===== config.mk =====
export PLATFORM = sky130hd
export DESIGN_NAME = lnt_mode_ctrl
export DESIGN_NICKNAME = d
export VERILOG_FILES = /design/src/lnt_pin_sync.v /design/src/lnt_level_timer.v /design/src/lnt_mode_ctrl.v
export VERILOG_INCLUDE_DIRS = /design/src /design/src/shared
export SDC_FILE = /design/constraint.sdc
export NUM_CORES = 1
export LEC_CHECK = 0
export ABC_CLOCK_PERIOD_IN_PS = 2000
export BUFFER_PORTS_ARGS = -buffer_cell sky130_fd_sc_hd__buf_4
export CAP_MARGIN = 10
export CORE_MARGIN = 1
export CORE_UTILIZATION = 50
export DETAILED_ROUTE_END_ITERATION = 8
export PLACE_DENSITY = 0.68
export SYNTH_ARGS = -nofsm -noshare
export SYNTH_HDL_FRONTEND = slang
export SYNTH_SLANG_ARGS = --single-unit

===== constraint.sdc =====
create_clock -name clock -period 2 [get_ports clock]
set_input_delay 0.1 -clock clock [delete_from_list [all_inputs] [get_ports clock]]
set_output_delay 0.1 -clock clock [all_outputs]
set_load 0.05 [all_outputs]

===== src/shared/lnt_consts.vh =====
// Constants for the single-wire bus transceiver mode and signal control.
// Assumes a 250 MHz clock; all pins arrive already digitised.
`ifndef LNT_CONSTS_VH
`define LNT_CONSTS_VH

`define LNT_CLK_MHZ          250
// Filter and protection times, in their printed units
`define LNT_BUS_WAKE_US      90
`define LNT_LOCAL_WAKE_US    35
`define LNT_DOM_TIMEOUT_MS   40
`define LNT_RELEASE_US       10
`define LNT_ACTIVATE_US      10
`define LNT_WAKE_REARM_US    6
// Cycle counts at 250 cycles per microsecond, sized to the counters
`define LNT_BUS_WAKE_CYC     24'h0057e4
`define LNT_LOCAL_WAKE_CYC   24'h00222e
`define LNT_DOM_TIMEOUT_CYC  24'h989680
`define LNT_RELEASE_CYC      24'h0009c4
`define LNT_ACTIVATE_CYC     24'h0009c4
`define LNT_WAKE_REARM_CYC   24'h0005dc

`define LNT_CNT_W            24
// Mode encodings
`define LNT_ST_SLEEP         2'h0
`define LNT_ST_FAILSAFE      2'h1
`define LNT_ST_NORMAL        2'h2

`endif


===== src/lnt_pin_sync.v =====
// Three-stage pin synchroniser with agreement filter.
// Assumes an asynchronous pin and one system clock.
`include "lnt_consts.vh"
`default_nettype none

module lnt_pin_sync #(
    parameter [0:0] INIT = 1'h0
) (
    // Clock and reset
    input  wire clock,
    input  wire sys_rst,
    // Pin and clean level
    input  wire pin_in,
    output reg  level_r
);
    reg s1_r;
    reg s2_r;
    reg s3_r;

    // First stage read only by second; level moves once 2 and 3 agree
    always @(posedge clock) begin
        if (sys_rst) begin
            s1_r    <= INIT;
            s2_r    <= INIT;
            s3_r    <= INIT;
            level_r <= INIT;
        end else begin
            s1_r <= pin_in;
            s2_r <= s1_r;
            s3_r <= s2_r;
            if (s2_r == s3_r)
                level_r <= s3_r;
        end
    end
endmodule

`default_nettype wire


===== src/lnt_level_timer.v =====
// Counts how long a level has held; flags once a minimum time is reached.
// Assumes a clean same-clock input.
`include "lnt_consts.vh"
`default_nettype none

module lnt_level_timer #(
    parameter [`LNT_CNT_W-1:0] LIMIT = 24'h000001
) (
    // Clock and reset
    input  wire clock,
    input  wire sys_rst,
    // Level being timed and result
    input  wire active,
    output wire reached
);
    reg [`LNT_CNT_W-1:0] cnt_r;

    // Saturating count restarts whenever the level drops
    always @(posedge clock) begin
        if (sys_rst || !active)
            cnt_r <= {`LNT_CNT_W{1'b0}};
        else if (cnt_r != LIMIT)
            cnt_r <= cnt_r + 24'h000001;
    end

    assign reached = active && (cnt_r == LIMIT);
endmodule

`default_nettype wire


===== src/lnt_mode_ctrl.v =====
// Mode and pin control of a single-wire bus transceiver.
// Assumes pins are digitised levels; supply monitor gives a level flag.
// Bus level is 1 recessive, 0 dominant. Power-on drives sys_rst.
`include "lnt_consts.vh"
`default_nettype none

module lnt_mode_ctrl #(
    parameter [0:0] TIMEOUT_EN = 1'h1,
    parameter [`LNT_CNT_W-1:0] DOM_TIMEOUT_CYC = `LNT_DOM_TIMEOUT_CYC
) (
    // Clock and reset
    input  wire clock,
    input  wire sys_rst,
    // Controller side pins
    input  wire en_pin,
    input  wire txd_in,
    output reg  txd_out,
    output reg  txd_oe,
    output reg  txd_strong,
    output reg  rxd_out,
    output reg  rxd_oe,
    // Local wake pin, active low
    input  wire wake_n_pin,
    // Supply and regulator
    input  wire battery_supply_ok,
    output reg  regulator_switch_out,
    // Bus side
    input  wire bus_in,
    output reg  bus_dominant,
    output reg  bus_term_en,
    output reg  bus_weak_pullup,
    // Mode visibility
    output wire [1:0] mode
);
    // Mode codes
    localparam [1:0] ST_SLEEP    = `LNT_ST_SLEEP;
    localparam [1:0] ST_FAILSAFE = `LNT_ST_FAILSAFE;
    localparam [1:0] ST_NORMAL   = `LNT_ST_NORMAL;

    // Clean pin levels after the synchronisers
    wire en_s;
    wire txd_s;
    wire wake_n_s;
    wire bus_s;
    wire vs_ok_s;

    // All pins come from outside the clock domain
    // Mode select; open pin reads low
    lnt_pin_sync #(.INIT(1'h0)) u_en (
        .clock   (clock),
        .sys_rst (sys_rst),
        .pin_in  (en_pin),
        .level_r (en_s)
    );
    // Transmit level, recessive after reset
    lnt_pin_sync #(.INIT(1'h1)) u_txd (
        .clock   (clock),
        .sys_rst (sys_rst),
        .pin_in  (txd_in),
        .level_r (txd_s)
    );
    // Local wake, idle high so no false wake after reset
    lnt_pin_sync #(.INIT(1'h1)) u_wake (
        .clock   (clock),
        .sys_rst (sys_rst),
        .pin_in  (wake_n_pin),
        .level_r (wake_n_s)
    );
    // Bus level, recessive after reset
    lnt_pin_sync #(.INIT(1'h1)) u_bus (
        .clock   (clock),
        .sys_rst (sys_rst),
        .pin_in  (bus_in),
        .level_r (bus_s)
    );
    // Supply flag; assumed low until seen good
    lnt_pin_sync #(.INIT(1'h0)) u_vs (
        .clock   (clock),
        .sys_rst (sys_rst),
        .pin_in  (battery_supply_ok),
        .level_r (vs_ok_s)
    );

    // Mode state and sticky flags
    reg [1:0] state_r;
    reg [1:0] state_nxt;
    reg       en_d_r;
    reg       wake_req_r;   // Wake request shown on RXD
    reg       wake_local_r; // Source: 1 local, 0 remote
    reg       drv_armed_r;  // Driver allowed after activation time
    reg       dom_lock_r;   // Dominant timeout tripped
    reg       wake_armed_r; // Local wake needs high before a new edge
    reg       bus_seen_dom_r;

    wire in_sleep = (state_r == ST_SLEEP);
    wire bus_wake_done;
    wire local_wake_done;
    wire txd_high_act;
    wire txd_high_rel;
    wire wake_high_rearm;
    wire dom_long;

    lnt_level_timer #(.LIMIT(`LNT_BUS_WAKE_CYC)) u_bus_flt (
        .clock   (clock),
        .sys_rst (sys_rst),
        .active  (in_sleep && !bus_s),
        .reached (bus_wake_done)
    );
    lnt_level_timer #(.LIMIT(`LNT_LOCAL_WAKE_CYC)) u_wake_flt (
        .clock   (clock),
        .sys_rst (sys_rst),
        .active  (in_sleep && !wake_n_s && wake_armed_r),
        .reached (local_wake_done)
    );
    // Wake must be high a while before a new low counts
    lnt_level_timer #(.LIMIT(`LNT_WAKE_REARM_CYC)) u_wake_rearm (
        .clock   (clock),
        .sys_rst (sys_rst),
        .active  (wake_n_s),
        .reached (wake_high_rearm)
    );
    lnt_level_timer #(.LIMIT(`LNT_ACTIVATE_CYC)) u_act (
        .clock   (clock),
        .sys_rst (sys_rst),
        .active  (state_r == ST_NORMAL && txd_s),
        .reached (txd_high_act)
    );
    // TXD high time to clear timeout
    lnt_level_timer #(.LIMIT(`LNT_RELEASE_CYC)) u_rel (
        .clock   (clock),
        .sys_rst (sys_rst),
        .active  (txd_s),
        .reached (txd_high_rel)
    );
    lnt_level_timer #(.LIMIT(DOM_TIMEOUT_CYC)) u_dom (
        .clock   (clock),
        .sys_rst (sys_rst),
        .active  (state_r == ST_NORMAL && !txd_s && TIMEOUT_EN),
        .reached (dom_long)
    );

    // Remote wake needs the rising edge after a long enough dominant
    wire remote_wake = in_sleep && bus_seen_dom_r && bus_s;
    wire local_wake  = local_wake_done;

    always @* begin
        state_nxt = state_r;
        case (state_r)
            ST_SLEEP: begin
                if (local_wake || remote_wake)
                    state_nxt = ST_FAILSAFE;
                // EN rising goes straight to normal
                else if (en_s && !en_d_r)
                    state_nxt = ST_NORMAL;
            end
            ST_FAILSAFE: begin
                if (en_s)
                    state_nxt = ST_NORMAL;
            end
            ST_NORMAL: begin
                if (!en_s && en_d_r && txd_s)
                    state_nxt = ST_SLEEP;
                else if (!en_s)
                    state_nxt = ST_SLEEP;
            end
            default: state_nxt = ST_FAILSAFE;
        endcase
    end

    always @(posedge clock) begin
        if (sys_rst) begin
            state_r        <= ST_FAILSAFE;
            en_d_r         <= 1'h0;
            wake_req_r     <= 1'h0;
            wake_local_r   <= 1'h0;
            drv_armed_r    <= 1'h0;
            dom_lock_r     <= 1'h0;
            wake_armed_r   <= 1'h1;
            bus_seen_dom_r <= 1'h0;
        end else begin
            // Mode and edge history
            state_r <= state_nxt;
            en_d_r  <= en_s;
            // Dominant long enough; wake fires on the next recessive
            if (!in_sleep || bus_s && bus_seen_dom_r)
                bus_seen_dom_r <= 1'h0;
            else if (bus_wake_done)
                bus_seen_dom_r <= 1'h1;
            // Continuous low on wake does not retrigger after sleep
            if (local_wake)
                wake_armed_r <= 1'h0;
            else if (wake_high_rearm)
                wake_armed_r <= 1'h1;
            // EN high clears indications; wake set wins
            if (local_wake || remote_wake) begin
                wake_req_r   <= 1'h1;
                wake_local_r <= local_wake;
            end else if (en_s) begin
                wake_req_r   <= 1'h0;
                wake_local_r <= 1'h0;
            end
            // driver re-armed only after TXD high time
            if (state_r != ST_NORMAL)
                drv_armed_r <= 1'h0;
            else if (txd_high_act)
                drv_armed_r <= 1'h1;
            // trip on long dominant; clear after release
            if (dom_long)
                dom_lock_r <= 1'h1;
            else if (txd_high_rel)
                dom_lock_r <= 1'h0;
        end
    end

    assign mode = state_r;

    // Wake indication as the pins must show it this cycle
    wire wake_now  = local_wake || remote_wake;
    wire wake_flag = wake_req_r || wake_now;
    wire wake_loc  = local_wake || (wake_req_r && wake_local_r);
    // Outputs follow the next state, so they change with the mode
    wire nxt_sleep  = (state_nxt == ST_SLEEP);
    wire nxt_fs     = (state_nxt == ST_FAILSAFE);
    wire nxt_normal = (state_nxt == ST_NORMAL);

    // TXD low gives dominant in normal mode
    // undervoltage blocks; lock and arming gate too
    always @(posedge clock) begin
        if (sys_rst) begin
            bus_dominant <= 1'h0;
        end else begin
            bus_dominant <= nxt_normal && drv_armed_r && !dom_lock_r &&
                            !txd_s && vs_ok_s;
        end
    end

    // only the weak pull-up while asleep
    always @(posedge clock) begin
        if (sys_rst) begin
            bus_term_en     <= 1'h1;
            bus_weak_pullup <= 1'h0;
        end else begin
            bus_term_en     <= !nxt_sleep;
            bus_weak_pullup <= nxt_sleep;
        end
    end

    // regulator switch on except in sleep
    // a wake leaves sleep, so the switch follows; low supply holds off
    always @(posedge clock) begin
        if (sys_rst) begin
            regulator_switch_out <= 1'h1;
        end else begin
            regulator_switch_out <= !nxt_sleep && vs_ok_s;
        end
    end

    // RXD follows the bus in normal mode
    // in fail-safe a low RXD marks a pending wake request
    always @(posedge clock) begin
        if (sys_rst) begin
            rxd_out <= 1'h1;
            rxd_oe  <= 1'h0;
        end else if (nxt_normal) begin
            rxd_out <= bus_s;
            rxd_oe  <= !bus_s;
        end else if (nxt_fs) begin
            rxd_out <= !wake_flag;
            rxd_oe  <= wake_flag;
        end else begin
            // Open drain released: pin floats in sleep
            rxd_out <= 1'h1;
            rxd_oe  <= 1'h0;
        end
    end

    // TXD pin pulled down in fail-safe to show the source
    // strong pull-down for local wake, weak for remote
    always @(posedge clock) begin
        if (sys_rst) begin
            txd_out    <= 1'h0;
            txd_oe     <= 1'h0;
            txd_strong <= 1'h0;
        end else begin
            txd_out    <= 1'h0;
            txd_oe     <= nxt_fs && wake_flag;
            txd_strong <= nxt_fs && wake_loc;
        end
    end
endmodule

`default_nettype wire


==> flow_summary.ini <==
[detailed_routing]
met1_length_um = 8418
drtAntennaViolNets = 0
met2_length_um = 7653
drc_errors = 0
dr_wl_met3_um = 526
top_layer_used = met4
routed_wl_um = 16870
num_vias = 7150
post_drt_via_cell_ratio = 5.720
first_pass_iters = 5
drtIter0Drc = 407
wire_per_inst_um = 13.50

[clock_tree]
path_clk_slew_ps = 70
htree_levels = 4
clock-sinks = 181
clockBufferDepth = 2
cts_tree = built
cts_setup_buffers = 0
numCtsBuffers = 17
root_buffer = clkbuf_16
worst_skew_pair.late_latency_ps = 430

[sta]
fmax_mhz = 515.8
setup_viol = 0
period_needed_ps = 1939
tns_ps = 0
maxSlewViolCount = 0
max_slew.worst_pin.slew_ps = 638.7
hold_viol = 0
slew_headroom = 0.5733
skew_ps = 10.77
fin_crit_sh = 0.9693

[synth]
synth_area_um2 = 8349
syn_inst = 974
ys_seq_elements = 181
syn_nets = 993
synth_edf_count = 0
synth_flop_cell = dfxtp_1
synth_cell_types = 58
synthArstFlopShare = 0
ys_seq_area_frac = 0.4340
yosys_warnings = 0
syn_avg_cell_area_um2 = 8.572

[power]
combPwrFrac = 0.019
p_switching_uw = 1532
p_per_area_nw_per_um2 = 730.4
p_clk_frac = 0.461
switching_share = 0.2186
leakagePower_uw = 0.003136
internal_power_uw = 5475
power_frac_seq = 0.520
ir_worst_vdd_mv = 0.6676

[final_layout]
fillCellCount = 1443
antenna_cells = 0
nNetsFinal = 1040
stdcell_count = 1250
drive_gt1_frac = 0.1248
area_growth_syn_to_layout_pct = 14.91

[die]
dieHeight_um = 131.2
dieWidth_um = 131.2
coreArea_um2 = 16120
ios = 18
initial_utilization = 0.5181
core.rowCount = 46
dieArea_um2 = 17220

[setup_path]
path_class = flip-flop to flip-flop
critPathMaxFanout = 12
required_ps = 2320
startpoint_type = flip-flop
worstPathArrival_ps = 2260
cp-end-kind = flip-flop

[place]
dp_cells = 1213
gp_congestion = 0.7893
dpl.hpwl_um = 11630
port_buffers = 16

[status]
status = finished clean

[hold_path]
min_path_type = input port to flip-flop

[global_routing]
grt_max_degree = 39
grt_pass1_wl_um = 29240
grt_use_total = 0.2017
antenna_found_initial = 0
overflow = 0
grt_pass1_vias = 6422

[flow_run]
max_cap_viol_count = 0
## worst max-delay path: stages, from the launching register on
cell	delay, ps
dfxtp_2	350
or4b_1	530
or2_1	240
or3_1	360
buf_6	160
a31o_2	190
## synthesized netlist by cell type, types with 3 or more instances
library cell	number	area (µm²)
o21ai_0	45	225.2
nor4bb_1	3	30.03
nand2b_1	14	87.58
nand4_1	40	250.2
a31o_2	3	26.28
xor2_1	29	254.0
xnor2_1	23	201.4
or2_2	10	62.56
nor2b_1	9	56.30
a2111o_1	3	33.78
and2_1	9	56.30
and4_1	21	183.9
nor3b_1	3	22.52
mux2i_1	9	90.09
nand3_1	59	295.3
a31oi_1	15	93.84
ha_1	12	150.1
or4_1	33	247.7
nor4b_1	9	78.83
and3_1	18	112.6
buf_2	3	15.01
nor2_1	73	274.0
inv_1	27	101.4
nand3b_1	4	30.03
nor4_1	21	131.4
nor3_1	15	75.07
a21oi_1	84	420.4
o31ai_1	27	202.7
a41o_1	5	50.05
or3_1	31	193.9
dfxtp_1	181	3623
clkbuf_1	35	131.4
nand2_1	69	259.0
## final timing paths
kind | start | endpoint | slack (ps) | cells past startpoint
min reg2reg | u_bus.s1_r$_SDFF_PP1_ | u_bus.s2_r$_SDFF_PP1_ | 420 | 1
max | u_wake_flt.cnt_r[7]$_SDFFE_PP0P_ | rxd_out$_SDFF_PP1_ | 60 | 5
min | sys_rst | u_en.s3_r$_SDFF_PP0_ | 70 | 2
max reg2reg | u_wake_flt.cnt_r[7]$_SDFFE_PP0P_ | rxd_out$_SDFF_PP1_ | 60 | 5
## layout make-up
type / instances / area [µm²] / share of cell area
Multi-Input combinational cell: 725 / 4482 / 0.4671
Sequential cell: 181 / 3630 / 0.3783
Timing Repair Buffer: 69 / 534.3 / 0.05569
Clock buffer: 19 / 452.9 / 0.04721
Tap cell: 216 / 270.3 / 0.02817
Clock inverter: 13 / 123.9 / 0.01291
Inverter: 27 / 101.3 / 0.01056
## flip-flops by register name, indices dropped and copies added, names as in the netlist, 2 cells and up
| name | count |
|---|---|
| mode | 2 |
| u_wake_flt.cnt_r | 24 |
| u_rel.cnt_r | 24 |
| u_act.cnt_r | 24 |
| u_wake_rearm.cnt_r | 24 |
| u_bus_flt.cnt_r | 24 |
| u_dom.cnt_r | 24 |
## kinds of logic (layout without fill, tap and decap cells)
family / after synthesis / after routing / share of synthesized area
AND/OR/NAND/NOR: 457 / 457 / 0.3120
AO/OA/AOI/OAI: 194 / 194 / 0.1388
flip-flops: 181 / 181 / 0.4340
buffers and inverters: 68 / 128 / 0.03147
XOR/XNOR: 52 / 52 / 0.05455
adder cells (fa/ha/maj): 12 / 12 / 0.01798
multiplexers: 9 / 9 / 0.01079
other: 1 / 1 / 0.0004491
## through the flow
step                      setup slack (ps)  hold slack (ps)    util  instance area, µm²  total power (µW)
after CTS                            8.472            50.40  0.5937                9568              7106
after floorplan                      62.73            203.8       -                8352              3804
after detailed placement             20.02            293.8  0.5548                8941              3850
after global routing                -5.658            82.30  0.5953                9594              7256
final                                61.37            67.30  0.5953                9594              7007
after global placement               77.65            292.5  0.5548                8941              3849
## layout by cell type (no fill, tap or decap), types with 14 or more instances in the layout
cell | Yosys | routed
nor3_1 | 15 | 15
and3_1 | 18 | 18
o31ai_1 | 27 | 27
xor2_1 | 29 | 29
nand2b_1 | 14 | 14
buf_4 | 1 | 63
nand3_1 | 59 | 59
nor2_1 | 73 | 73
nand2_1 | 69 | 69
xnor2_1 | 23 | 23
nand4_1 | 40 | 40
a31oi_1 | 15 | 15
o21ai_0 | 45 | 45
a21oi_1 | 84 | 84
or4_1 | 33 | 31
or3_1 | 31 | 31
and4_1 | 21 | 21
clkbuf_16 | 0 | 17
nor4_1 | 21 | 21
inv_1 | 27 | 27
dfxtp_1 | 181 | 176
## power by group through the flow
stage / registers (µW) / logic, µW / clock network (µW)
after floorplan: 3730 / 74.3 / 0
after global placement: 3720 / 125 / 0
after detailed placement: 3720 / 126 / 0
after CTS: 3640 / 134 / 3330
after global routing: 3640 / 147 / 3470
final: 3640 / 133 / 3230
## per-layer routing
layer / up-vias / global-route usage
li1: 3705 / -
met1: 3316 / 0.2653
met2: 112 / 0.3236
met3: 17 / 0.04128
met4: 0 / 0.07843
met5: - / 0
## repair_timing
action	CTS	global route
hold buffers	5	0
endpoints found under the setup margin	0	11
endpoints found under the hold margin	5	0
gates resized for setup	0	8
Note: power is estimated with default switching activity, not from simulation.
